--- config.mk ---
export PLATFORM = sky130hd
export DESIGN_NAME = ssim_top
export DESIGN_NICKNAME = d
export VERILOG_FILES = /design/src/core/ssim_pkg.sv /design/src/core/ssim_flt_if.sv /design/src/core/ssim_filter.sv /design/src/core/ssim_top.sv
export SDC_FILE = /design/constraint.sdc
export NUM_CORES = 1
export LEC_CHECK = 0
export ABC_CLOCK_PERIOD_IN_PS = 12800
export BUFFER_PORTS_ARGS = -buffer_cell sky130_fd_sc_hd__buf_2
export CAP_MARGIN = 20
export CORE_MARGIN = 1.5
export CORE_UTILIZATION = 25
export CTS_CLUSTER_SIZE = 20
export DETAILED_ROUTE_END_ITERATION = 7
export MAX_ROUTING_LAYER = met4
export PLACE_DENSITY = 0.35
export REMOVE_ABC_BUFFERS = 1
export SLEW_MARGIN = 40
export SYNTH_ARGS = -nofsm -noshare
export SYNTH_HDL_FRONTEND = slang
export SYNTH_SLANG_ARGS = --single-unit
--- constraint.sdc ---
create_clock -name ref_clk -period 12.8 [get_ports ref_clk]
set_input_delay 1.92 -clock ref_clk [delete_from_list [all_inputs] [get_ports ref_clk]]
set_output_delay 1.92 -clock ref_clk [all_outputs]
set_load 0.01 [all_outputs]
--- src/core/ssim_pkg.sv ---
// Purpose: Shared constants, types and helpers for the stop select block
// Assumes: 50 MHz ref_clk, 16-bit parameter words on a 32-bit bus
// Notes: Function codes are decimal settings held in hex form
package ssim_pkg;
  localparam int NTERM = 5;
  localparam int NFUNC = 21;
  localparam int CNT_W = 20;
  localparam int PRE_W = 26;
  // Byte addresses and word indices of the register words
  localparam logic [7:0] ADDR_STOP = 8'h00;
  localparam logic [7:0] ADDR_SEL0 = 8'h04;
  localparam logic [7:0] ADDR_CTRL = 8'h18;
  localparam logic [7:0] ADDR_STAT = 8'h1c;
  localparam logic [5:0] WORD_STOP = 6'h00;
  localparam logic [5:0] WORD_CTRL = 6'h06;
  localparam logic [5:0] WORD_TOP = 6'h07;
  // Values after reset
  localparam logic [15:0] RST_STOP = 16'h270f;
  localparam logic [15:0] RST_SEL [NTERM] = '{16'h003c, 16'h003d,
    16'h0000, 16'h0001, 16'h0002};
  localparam logic [7:0] RST_CTRL = 8'h00;
  localparam logic [7:0] CTRL_MASK = 8'hf3;
  localparam int CTRL_OVR_LSB = 4;
  // Stop method settings
  localparam logic [15:0] STOP_DECEL_FR = 16'h270f;
  localparam logic [15:0] STOP_DECEL_SD = 16'h22b8;
  localparam logic [15:0] STOP_COAST_MAX = 16'h0064;
  localparam logic [15:0] STOP_OFS_LO = 16'h03e8;
  localparam logic [15:0] STOP_OFS_HI = 16'h044c;
  localparam logic [15:0] CODE_NONE = 16'h270f;
  localparam logic [1:0] REGEN_HC = 2'h2;
  localparam logic [1:0] RESP_OKAY = 2'h0;
  localparam logic [1:0] RESP_SLVERR = 2'h2;
  // Function indices into the decoded function vector
  localparam logic [4:0] FN_PERMIT = 5'h08;
  localparam logic [4:0] FN_SHUT = 5'h0d;
  localparam logic [4:0] FN_FWD = 5'h0f;
  localparam logic [4:0] FN_REV = 5'h10;
  localparam logic [4:0] FN_RESET = 5'h11;
  localparam logic [4:0] FN_NONE = 5'h1e;
  localparam logic [4:0] FN_BAD = 5'h1f;
  // Timing
  localparam int CLK_HZ = 50_000_000;
  localparam int FAST_MS = 2;
  localparam int SLOW_MS = 20;
  localparam int SEC_S = 1;
  localparam int FAST_CYC = CLK_HZ / 1000 * FAST_MS;
  localparam int SLOW_CYC = CLK_HZ / 1000 * SLOW_MS;
  localparam int SEC_CYC = CLK_HZ * SEC_S;

  typedef enum logic [3:0] {
    ST_STOP = 4'b0001,
    ST_RUN = 4'b0010,
    ST_DECEL = 4'b0100,
    ST_DELAY = 4'b1000
  } ssim_state_t;

  function automatic logic [4:0] code_index(input logic [15:0] c);
    case (c)
      16'h0000: code_index = 5'h00;
      16'h0001: code_index = 5'h01;
      16'h0002: code_index = 5'h02;
      16'h0003: code_index = 5'h03;
      16'h0004: code_index = 5'h04;
      16'h0005: code_index = 5'h05;
      16'h0007: code_index = 5'h06;
      16'h0008: code_index = 5'h07;
      16'h000a: code_index = FN_PERMIT;
      16'h000c: code_index = 5'h09;
      16'h000e: code_index = 5'h0a;
      16'h0010: code_index = 5'h0b;
      16'h0012: code_index = 5'h0c;
      16'h0018: code_index = FN_SHUT;
      16'h0019: code_index = 5'h0e;
      16'h003c: code_index = FN_FWD;
      16'h003d: code_index = FN_REV;
      16'h003e: code_index = FN_RESET;
      16'h0041: code_index = 5'h12;
      16'h0042: code_index = 5'h13;
      16'h0043: code_index = 5'h14;
      CODE_NONE: code_index = FN_NONE;
      default: code_index = FN_BAD;
    endcase
  endfunction : code_index

  // Forward code only on terminal 0, reverse only on terminal 1
  function automatic logic code_ok(input logic [15:0] c,
                                   input logic [2:0] t);
    logic [4:0] i;
    i = code_index(c);
    code_ok = (i != FN_BAD) && (i != FN_FWD || t == 3'h0) &&
              (i != FN_REV || t == 3'h1);
  endfunction : code_ok

  function automatic logic stop_ok(input logic [15:0] s);
    stop_ok = (s <= STOP_COAST_MAX) || (s == STOP_DECEL_FR) ||
              (s == STOP_DECEL_SD) ||
              (s >= STOP_OFS_LO && s <= STOP_OFS_HI);
  endfunction : stop_ok

  function automatic logic [15:0] merge16(input logic [15:0] old,
                                          input logic [15:0] nw,
                                          input logic [1:0] be);
    merge16 = {be[1] ? nw[15:8] : old[15:8], be[0] ? nw[7:0] : old[7:0]};
  endfunction : merge16
endpackage : ssim_pkg

--- src/core/ssim_flt_if.sv ---
// Purpose: Filtered terminal levels from the input filter to the core
// Assumes: One bit per command terminal
// Notes: fast settles in the short window, slow in the long one
`timescale 1ns/1ps
interface ssim_flt_if;
  logic [4:0] fast;
  logic [4:0] slow;
  modport src (output fast, output slow);
  modport dst (input fast, input slow);
endinterface : ssim_flt_if

--- src/core/ssim_filter.sv ---
// Purpose: Synchronise and debounce the five command terminals
// Assumes: term_in is asynchronous to ref_clk
// Notes: One shared stability counter per terminal serves both windows
`timescale 1ns/1ps
module ssim_filter import ssim_pkg::*; #(
  parameter int FAST_CYC_P = FAST_CYC,
  parameter int SLOW_CYC_P = SLOW_CYC
) (
  input wire logic ref_clk,
  input wire logic rst_n,
  input wire logic [4:0] term_in,
  ssim_flt_if.src f
);
  logic [4:0] sync1;
  logic [4:0] sync2;
  logic [4:0] held;
  logic [4:0] fast_q;
  logic [4:0] slow_q;
  logic [CNT_W-1:0] cnt [NTERM];
  wire [CNT_W-1:0] fast_lim = CNT_W'(FAST_CYC_P);
  wire [CNT_W-1:0] slow_lim = CNT_W'(SLOW_CYC_P);

  always_ff @(posedge ref_clk or negedge rst_n) begin
    if (!rst_n) begin
      sync1 <= 5'h00;
      sync2 <= 5'h00;
    end else begin
      sync1 <= term_in;
      sync2 <= sync1;
    end
  end

  // A level must stay put for the whole window before it is passed on
  always_ff @(posedge ref_clk or negedge rst_n) begin
    if (!rst_n) begin
      held <= 5'h00;
      fast_q <= 5'h00;
      slow_q <= 5'h00;
      for (int i = 0; i < NTERM; i++) cnt[i] <= '0;
    end else begin
      held <= sync2;
      for (int i = 0; i < NTERM; i++) begin
        if (sync2[i] != held[i]) cnt[i] <= '0;
        else if (cnt[i] < slow_lim) cnt[i] <= cnt[i] + 1'b1;
        if (cnt[i] >= fast_lim) fast_q[i] <= held[i];
        if (cnt[i] >= slow_lim) slow_q[i] <= held[i];
      end
    end
  end

  assign f.fast = fast_q;
  assign f.slow = slow_q;
endmodule : ssim_filter

--- src/core/ssim_top.sv ---
// Purpose: Stop method selection and command terminal function mapping
// Assumes: ramp_done comes from the ramp generator on ref_clk
// Notes: Registers sit behind an AXI4-Lite slave, 16 bits per word
//
// Chosen here: the register offsets and register access over AXI4-Lite.
`timescale 1ns/1ps
module ssim_top import ssim_pkg::*; #(
  parameter int FAST_CYC_P = FAST_CYC,
  parameter int SLOW_CYC_P = SLOW_CYC,
  parameter int SEC_CYC_P = SEC_CYC
) (
  input wire logic ref_clk,
  input wire logic rst_n,
  input wire logic [7:0] awaddr,
  input wire logic awvalid,
  output logic awready,
  input wire logic [31:0] wdata,
  input wire logic [3:0] wstrb,
  input wire logic wvalid,
  output logic wready,
  output logic [1:0] bresp,
  output logic bvalid,
  input wire logic bready,
  input wire logic [7:0] araddr,
  input wire logic arvalid,
  output logic arready,
  output logic [31:0] rdata,
  output logic [1:0] rresp,
  output logic rvalid,
  input wire logic rready,
  input wire logic [4:0] term_in,
  input wire logic ramp_done,
  output logic running,
  output logic decel_req,
  output logic reverse,
  output logic coasting,
  output logic start_pulse,
  output logic [NFUNC-1:0] func_out
);
  ssim_flt_if flt ();

  ssim_filter #(
    .FAST_CYC_P(FAST_CYC_P),
    .SLOW_CYC_P(SLOW_CYC_P)
  ) u_filter (
    .ref_clk(ref_clk),
    .rst_n(rst_n),
    .term_in(term_in),
    .f(flt.src)
  );

  logic [15:0] stop_method_param;
  logic [15:0] term_sel [NTERM];
  logic [7:0] ctrl;
  logic [7:0] aw_addr;
  logic [15:0] w_data;
  logic [1:0] w_strb;
  ssim_state_t state;
  ssim_state_t next_state;
  logic [PRE_W-1:0] presc;
  logic [6:0] sec_cnt;
  logic [NFUNC-1:0] func_now;
  logic permit_set;
  logic permit_fast;
  logic shut_fast;
  logic permit;
  logic [NFUNC-1:0] func_raw;
  logic [4:0] term_idx [NTERM];
  logic [15:0] view [8];

  // Register map view, also the source of the read-modify for byte lanes
  assign view[0] = stop_method_param;
  assign view[1] = term_sel[0];
  assign view[2] = term_sel[1];
  assign view[3] = term_sel[2];
  assign view[4] = term_sel[3];
  assign view[5] = term_sel[4];
  assign view[6] = {8'h00, ctrl};
  assign view[7] = {1'b0, sec_cnt, 3'h0, permit, reverse, coasting,
                    decel_req, running};

  // Write path: address and data are taken in either order
  wire wr_fire = !awready && !wready && !bvalid;
  wire [5:0] wr_word = aw_addr[7:2];
  wire [2:0] wr_term = 3'(wr_word[2:0] - 3'h1);
  wire wr_is_sel = (wr_word >= 6'h01) && (wr_word <= 6'h05);
  wire [15:0] wr_old = view[wr_word[2:0]];
  wire [15:0] wr_val = merge16(wr_old, w_data, w_strb);
  wire wr_ok = (wr_word == WORD_STOP && stop_ok(wr_val)) ||
               (wr_is_sel && code_ok(wr_val, wr_term)) ||
               (wr_word == WORD_CTRL);
  wire [5:0] rd_word = araddr[7:2];
  wire rd_hit = rd_word <= WORD_TOP;
  wire [15:0] rd_val = rd_hit ? view[rd_word[2:0]] : 16'h0000;

  always_ff @(posedge ref_clk or negedge rst_n) begin
    if (!rst_n) begin
      awready <= 1'b1;
      wready <= 1'b1;
      bvalid <= 1'b0;
      bresp <= RESP_OKAY;
      aw_addr <= 8'h00;
      w_data <= 16'h0000;
      w_strb <= 2'h0;
    end else begin
      if (awvalid && awready) begin
        awready <= 1'b0;
        aw_addr <= awaddr;
      end
      if (wvalid && wready) begin
        wready <= 1'b0;
        w_data <= wdata[15:0];
        w_strb <= wstrb[1:0];
      end
      if (wr_fire) begin
        bvalid <= 1'b1;
        bresp <= wr_ok ? RESP_OKAY : RESP_SLVERR;
      end else if (bvalid && bready) begin
        bvalid <= 1'b0;
        awready <= 1'b1;
        wready <= 1'b1;
      end
    end
  end

  // Rejected codes leave the selector unchanged and answer SLVERR
  always_ff @(posedge ref_clk or negedge rst_n) begin
    if (!rst_n) begin
      stop_method_param <= RST_STOP;
      for (int i = 0; i < NTERM; i++) term_sel[i] <= RST_SEL[i];
      ctrl <= RST_CTRL;
    end else if (wr_fire && wr_ok) begin
      if (wr_word == WORD_STOP) stop_method_param <= wr_val;
      if (wr_is_sel) term_sel[wr_term] <= wr_val;
      if (wr_word == WORD_CTRL) ctrl <= wr_val[7:0] & CTRL_MASK;
    end
  end
  // Reset codes 60, 61, 0, 1, 2 come from RST_SEL

  always_ff @(posedge ref_clk or negedge rst_n) begin
    if (!rst_n) begin
      arready <= 1'b1;
      rvalid <= 1'b0;
      rdata <= 32'h0000_0000;
      rresp <= RESP_OKAY;
    end else if (arvalid && arready) begin
      arready <= 1'b0;
      rvalid <= 1'b1;
      rdata <= {16'h0000, rd_val};
      rresp <= rd_hit ? RESP_OKAY : RESP_SLVERR;
    end else if (rvalid && rready) begin
      rvalid <= 1'b0;
      arready <= 1'b1;
    end
  end

  // Terminal to function mapping
  for (genvar g = 0; g < NTERM; g++) begin : g_idx
    assign term_idx[g] = code_index(term_sel[g]);
  end

  wire [1:0] regen = ctrl[1:0];
  wire ovr_any = |ctrl[CTRL_OVR_LSB+3:CTRL_OVR_LSB];
  wire mrs_as_permit = (regen == REGEN_HC) && !permit_set;
  // With regen at REGEN_HC and no permit terminal the shutoff input takes the permit role
  assign permit = permit_set ? permit_fast :
                  (mrs_as_permit ? shut_fast : 1'b1);
  wire shutoff = mrs_as_permit ? 1'b0 : shut_fast;

  always_comb begin
    func_raw = '0;
    permit_set = 1'b0;
    permit_fast = 1'b0;
    shut_fast = 1'b0;
    for (int i = 0; i < NTERM; i++) begin
      if (term_idx[i] < 5'(NFUNC))
        func_raw[term_idx[i]] = func_raw[term_idx[i]] | flt.slow[i];
      if (term_idx[i] == FN_PERMIT) begin
        permit_set = 1'b1;
        permit_fast = permit_fast | flt.fast[i];
      end
      if (term_idx[i] == FN_SHUT) shut_fast = shut_fast | flt.fast[i];
    end
  end

  // Separate block, so the permit remap does not feed back into its source
  always_comb begin
    func_now = func_raw;
    func_now[FN_PERMIT] = permit;
    func_now[FN_SHUT] = shutoff;
  end

  // Stop method decode
  wire mode_decel = (stop_method_param == STOP_DECEL_FR) ||
                    (stop_method_param == STOP_DECEL_SD);
  wire mode_ofs = (stop_method_param >= STOP_OFS_LO) &&
                  (stop_method_param <= STOP_OFS_HI);
  wire start_dir = mode_ofs ||
                   (stop_method_param == STOP_DECEL_SD);
  wire [15:0] delay_w = mode_ofs ? stop_method_param - STOP_OFS_LO :
                        stop_method_param;
  wire [6:0] delay_s = delay_w[6:0];
  wire fwd = func_now[FN_FWD];
  wire rev = func_now[FN_REV];
  // Both forward and reverse on means stop in the two-start mode
  wire run_req = start_dir ? fwd : (fwd ^ rev);
  wire dir_rev = start_dir ? rev : (rev && !fwd);
  wire cut_now = shutoff || !permit;
  wire sec_tick = presc == PRE_W'(SEC_CYC_P - 1);
  wire delay_done = sec_cnt >= delay_s;

  always_comb begin
    next_state = state;
    case (state)
      ST_STOP: begin
        if (run_req && !cut_now) next_state = ST_RUN;
      end
      ST_RUN: begin
        if (cut_now) next_state = ST_STOP;
        else if (!run_req && (mode_decel || ovr_any))
          next_state = ST_DECEL;
        else if (!run_req && delay_s == 7'h00) next_state = ST_STOP;
        else if (!run_req) next_state = ST_DELAY;
      end
      ST_DECEL: begin
        if (cut_now) next_state = ST_STOP;
        else if (run_req) next_state = ST_RUN;
        else if (ramp_done) next_state = ST_STOP;
      end
      ST_DELAY: begin
        if (cut_now) next_state = ST_STOP;
        else if (run_req) next_state = ST_RUN;
        else if (ovr_any) next_state = ST_DECEL;
        else if (delay_done) next_state = ST_STOP;
      end
      default: next_state = ST_STOP;
    endcase
  end

  wire next_coast = (next_state == ST_STOP) && (state != ST_STOP) &&
                    (state != ST_DECEL || cut_now);

  always_ff @(posedge ref_clk or negedge rst_n) begin
    if (!rst_n) begin
      state <= ST_STOP;
      running <= 1'b0;
      decel_req <= 1'b0;
      reverse <= 1'b0;
      coasting <= 1'b0;
      start_pulse <= 1'b0;
      func_out <= '0;
    end else begin
      state <= next_state;
      running <= next_state != ST_STOP;
      // Delay phase keeps normal ramping, no decel request
      decel_req <= next_state == ST_DECEL;
      start_pulse <= (state == ST_STOP) && (next_state == ST_RUN);
      if (next_coast) coasting <= 1'b1;
      else if (next_state == ST_RUN) coasting <= 1'b0;
      if (next_state == ST_RUN) reverse <= dir_rev;
      func_out <= func_now;
    end
  end

  // Counter only runs in the delay phase, so a restart clears it
  always_ff @(posedge ref_clk or negedge rst_n) begin
    if (!rst_n) begin
      presc <= '0;
      sec_cnt <= 7'h00;
    end else if (state != ST_DELAY || next_state != ST_DELAY) begin
      presc <= '0;
      sec_cnt <= 7'h00;
    end else if (sec_tick) begin
      presc <= '0;
      if (sec_cnt != 7'h7f) sec_cnt <= sec_cnt + 7'h01;
    end else begin
      presc <= presc + 1'b1;
    end
  end
endmodule : ssim_top

==> results.toml <==
[routing]
drt_iter0_drc = 1621
vias = 21280
viasPerCell = 5.277
first_pass_iters = 5
antenna_left = 0
routedWlPerCell_um = 22.31
drc_errors = 0
wirelength_mm = 89.94

[pwr]
ir_drop_mv = 0.09967
p_leak_nw = 11.30
totalPowerFinal_mw = 4.926
powerDensity_nw_per_um2 = 179.4

[hold_path]
whs_path_depth = 0
hp-start = "u_filter.sync1[3]"
hold_path_class = "flip-flop to flip-flop"

[final_layout]
nNetsFinal = 2815
area_delta_synth_final_pct = 14.82
final_common_cell = "dfrtp_1"
layout_common_cells = "313 x dfrtp_1, 297 x nor2_1, 263 x nand2_1"
finish.instance_area_um2 = 27460
num-fill-cells = 10080
drive_above_1_share = 0.1878

[floorplan]
ios = 132
core.rowCount = 113
core_um2 = 94870
die_w_um = 312.3
fp.dieArea_um2 = 97540
initial_core_util = 0.2521
die_h_um = 312.3

[grt]
met1_usage = 0.2536
grtUsageTotal = 0.1880
grt_overflow = 0
grt_pass1_vias = 20990
grtUsageMet3 = 0.02853
grt.busiest_layer = "met2"
antenna_found_initial = 1
use_met2 = 0.2951
grt_pass1_wl_mm = 137.3
grt_max_degree = 128

[clock_tree]
cts_tree = "done"
cts_root_buf = "clkbuf_16"
numCtsBuffers = 47
cts_setup_buffers = 0
clkLatencyLatePin_ns = 0.62
clockBufferDepth = 3
h-tree-depth = 2
cts_sinks = 337
cts.clk_slew.worst_paths_ns = 0.06
cts_hold_buf = 0
cts_resized = 0

[worst_setup_path]
start_kind = "flip-flop"
crit_arrival_ns = 9.25
crit_fanout = 34
critPathCaptureType = "flip-flop"
cp.required_ns = 13.31
rr_startpoint = "term_sel[56]"
path_class = "flip-flop to flip-flop"
r2r.worst_path.cells = 24
crit_start = "term_sel[56]"

[status]
outcome = "finished, final reports clean"

[timing]
rsz0062_at_grt = "false"
max_freq_mhz = 114.4
fin_tns_setup_ns = 0
max_slew_margin = 0.4056
finalClockSkew_ns = 0.03690
finalMaxSlewViolations = 0
timing.hold.ws_ns = 0.3398
min_period_ns = 8.738
setup_slack_ns = 4.062
finalCritPeriodShare = 0.6827
max_slew.worst_pin.slew_ns = 0.8841
finalSetupViolations = 0
hold_viol = 0

[placed_design]
dp_hpwl_mm = 68.08
place_ws_ns = 4.080
gp_congestion = 0.9609
dpl-instance-area_um2 = 25740
numPortBuffers = 91

[yosys]
seq_area_frac_synth = 0.3538
synth_top_cell_area_share = 0.3285
syn_area_um2 = 23920
synth_area_per_cell_um2 = 8.925
synth-edff-count = 0
synthDistinctLibCells = 123
synth_top_area_cell = "dfrtp_1"
yosysWarnings = 0
ys.flop_type = "dfrtp_1"
syn_inst = 2680
ys_ff_latch = 337
synth_area_leaders = "dfrtp_1 33%, mux2_2 5.7%, nor2_1 4.7%, nand2_1 4.1%, mux4_2 3.5%"
synthArstFlopShare = 1.000

[flow_run]
cap_viol_max_count = 0
cells in the mapped netlist, drive strengths merged, types with 59 or more instances:
| library cell | n |
|---|---|
| a21oi | 104 |
| buf | 69 |
| clkbuf | 96 |
| dfrtp | 314 |
| mux2 | 131 |
| mux2i | 76 |
| nand2 | 267 |
| nand3 | 107 |
| nand4 | 73 |
| nor2 | 302 |
| nor3 | 87 |
| nor4 | 59 |
| o21ai | 148 |
| xor2 | 79 |
state kept, by name, summed over array words and instances (netlist names), 2 cells and up:
signal and flops:
term_sel 80, presc 26, u_filter.cnt 100, aw_addr 6, u_filter.sync2 5, w_strb 2
w_data 16, rdata 16, u_filter.held 5, u_filter.sync1 5, ctrl 6, u_filter.f.fast 5
func_out 21, sec_cnt 7, stop_method_param 16, state 4, u_filter.f.slow 5
power by group:
part,internal [mW],switching [mW]
Clock,0.829,0.544
Sequential,1.17,0.159
Combinational,0.702,1.52
Total,2.70,2.22
critical path: stages, from the launching register on:
cell and delay [ns]:
dfrtp_1 0.45, nor4_2 0.67, nand2_1 0.50, a211oi_1 0.62, or2_1 0.41, nor2_1 0.24, a22oi_1 0.25, nor2_1 0.09
o21ai_2 0.21, nand3_4 0.36, a21oi_2 0.42, and2_1 0.37, nand2_1 0.16, a31o_2 0.28, o311ai_4 0.73, nand2_2 0.31
o211ai_2 0.35, a22oi_1 0.22, a2111oi_4 0.36, mux2i_2 0.20, ha_1 0.35, nand2_1 0.09, o31ai_4 0.11, nand3_4 0.46
nor3_1 0.32
final cells by class:
| cell class | instances | area [um2] | area share |
|---|---|---|---|
| antenna | 3 | 7.507 | 0.0002733 |
| clock buffer | 60 | 1306 | 0.04756 |
| clock inverter | 28 | 322.8 | 0.01175 |
| inverter | 49 | 183.9 | 0.006697 |
| multi-input combinational | 2146 | 14680 | 0.5344 |
| sequential | 337 | 8463 | 0.3082 |
| tap | 1265 | 1583 | 0.05763 |
| timing repair buffer | 144 | 922.1 | 0.03358 |
routing by layer:
metal,wire [um],part of all wire,vias up
li1,-,-,9981
met1,41960,0.47,10610
met2,41670,0.46,587
met3,4465,0.050,103
met4,1842,0.020,0
met5,0,0,-
worst paths after layout:
kind                                endpoint  slack, ns
max                                presc[15]       4.06
min                        u_filter.sync2[3]       0.34
max reg2reg                        presc[15]       4.06
min reg2reg                u_filter.sync2[3]       0.34
max in group asynchronous    u_filter.cnt[6]       9.92
min in group asynchronous          rdata[11]       1.22
cell families (layout without fill, tap and decap cells):
logic type,Yosys count,in the layout,synth area share
AOI/OAI and AO/OA,531,531,0.1544
xor gates and xnor gates,126,126,0.04614
adders and majority gates,25,25,0.01308
buffers and inverters,214,281,0.03986
DFF,337,337,0.3538
muxes,244,244,0.1285
other,1,21,0.0001568
and+or+nand+nor,1202,1202,0.2642
metrics by stage:
step	util	std cells
2_1_floorplan	-	2532
3_3_place_gp	0.2703	3935
3_5_place_dp	0.2713	3938
4_1_cts	0.2885	4026
5_1_grt	0.2894	4030
6_report	0.2895	4032
(Power assumes the default switching activity.)
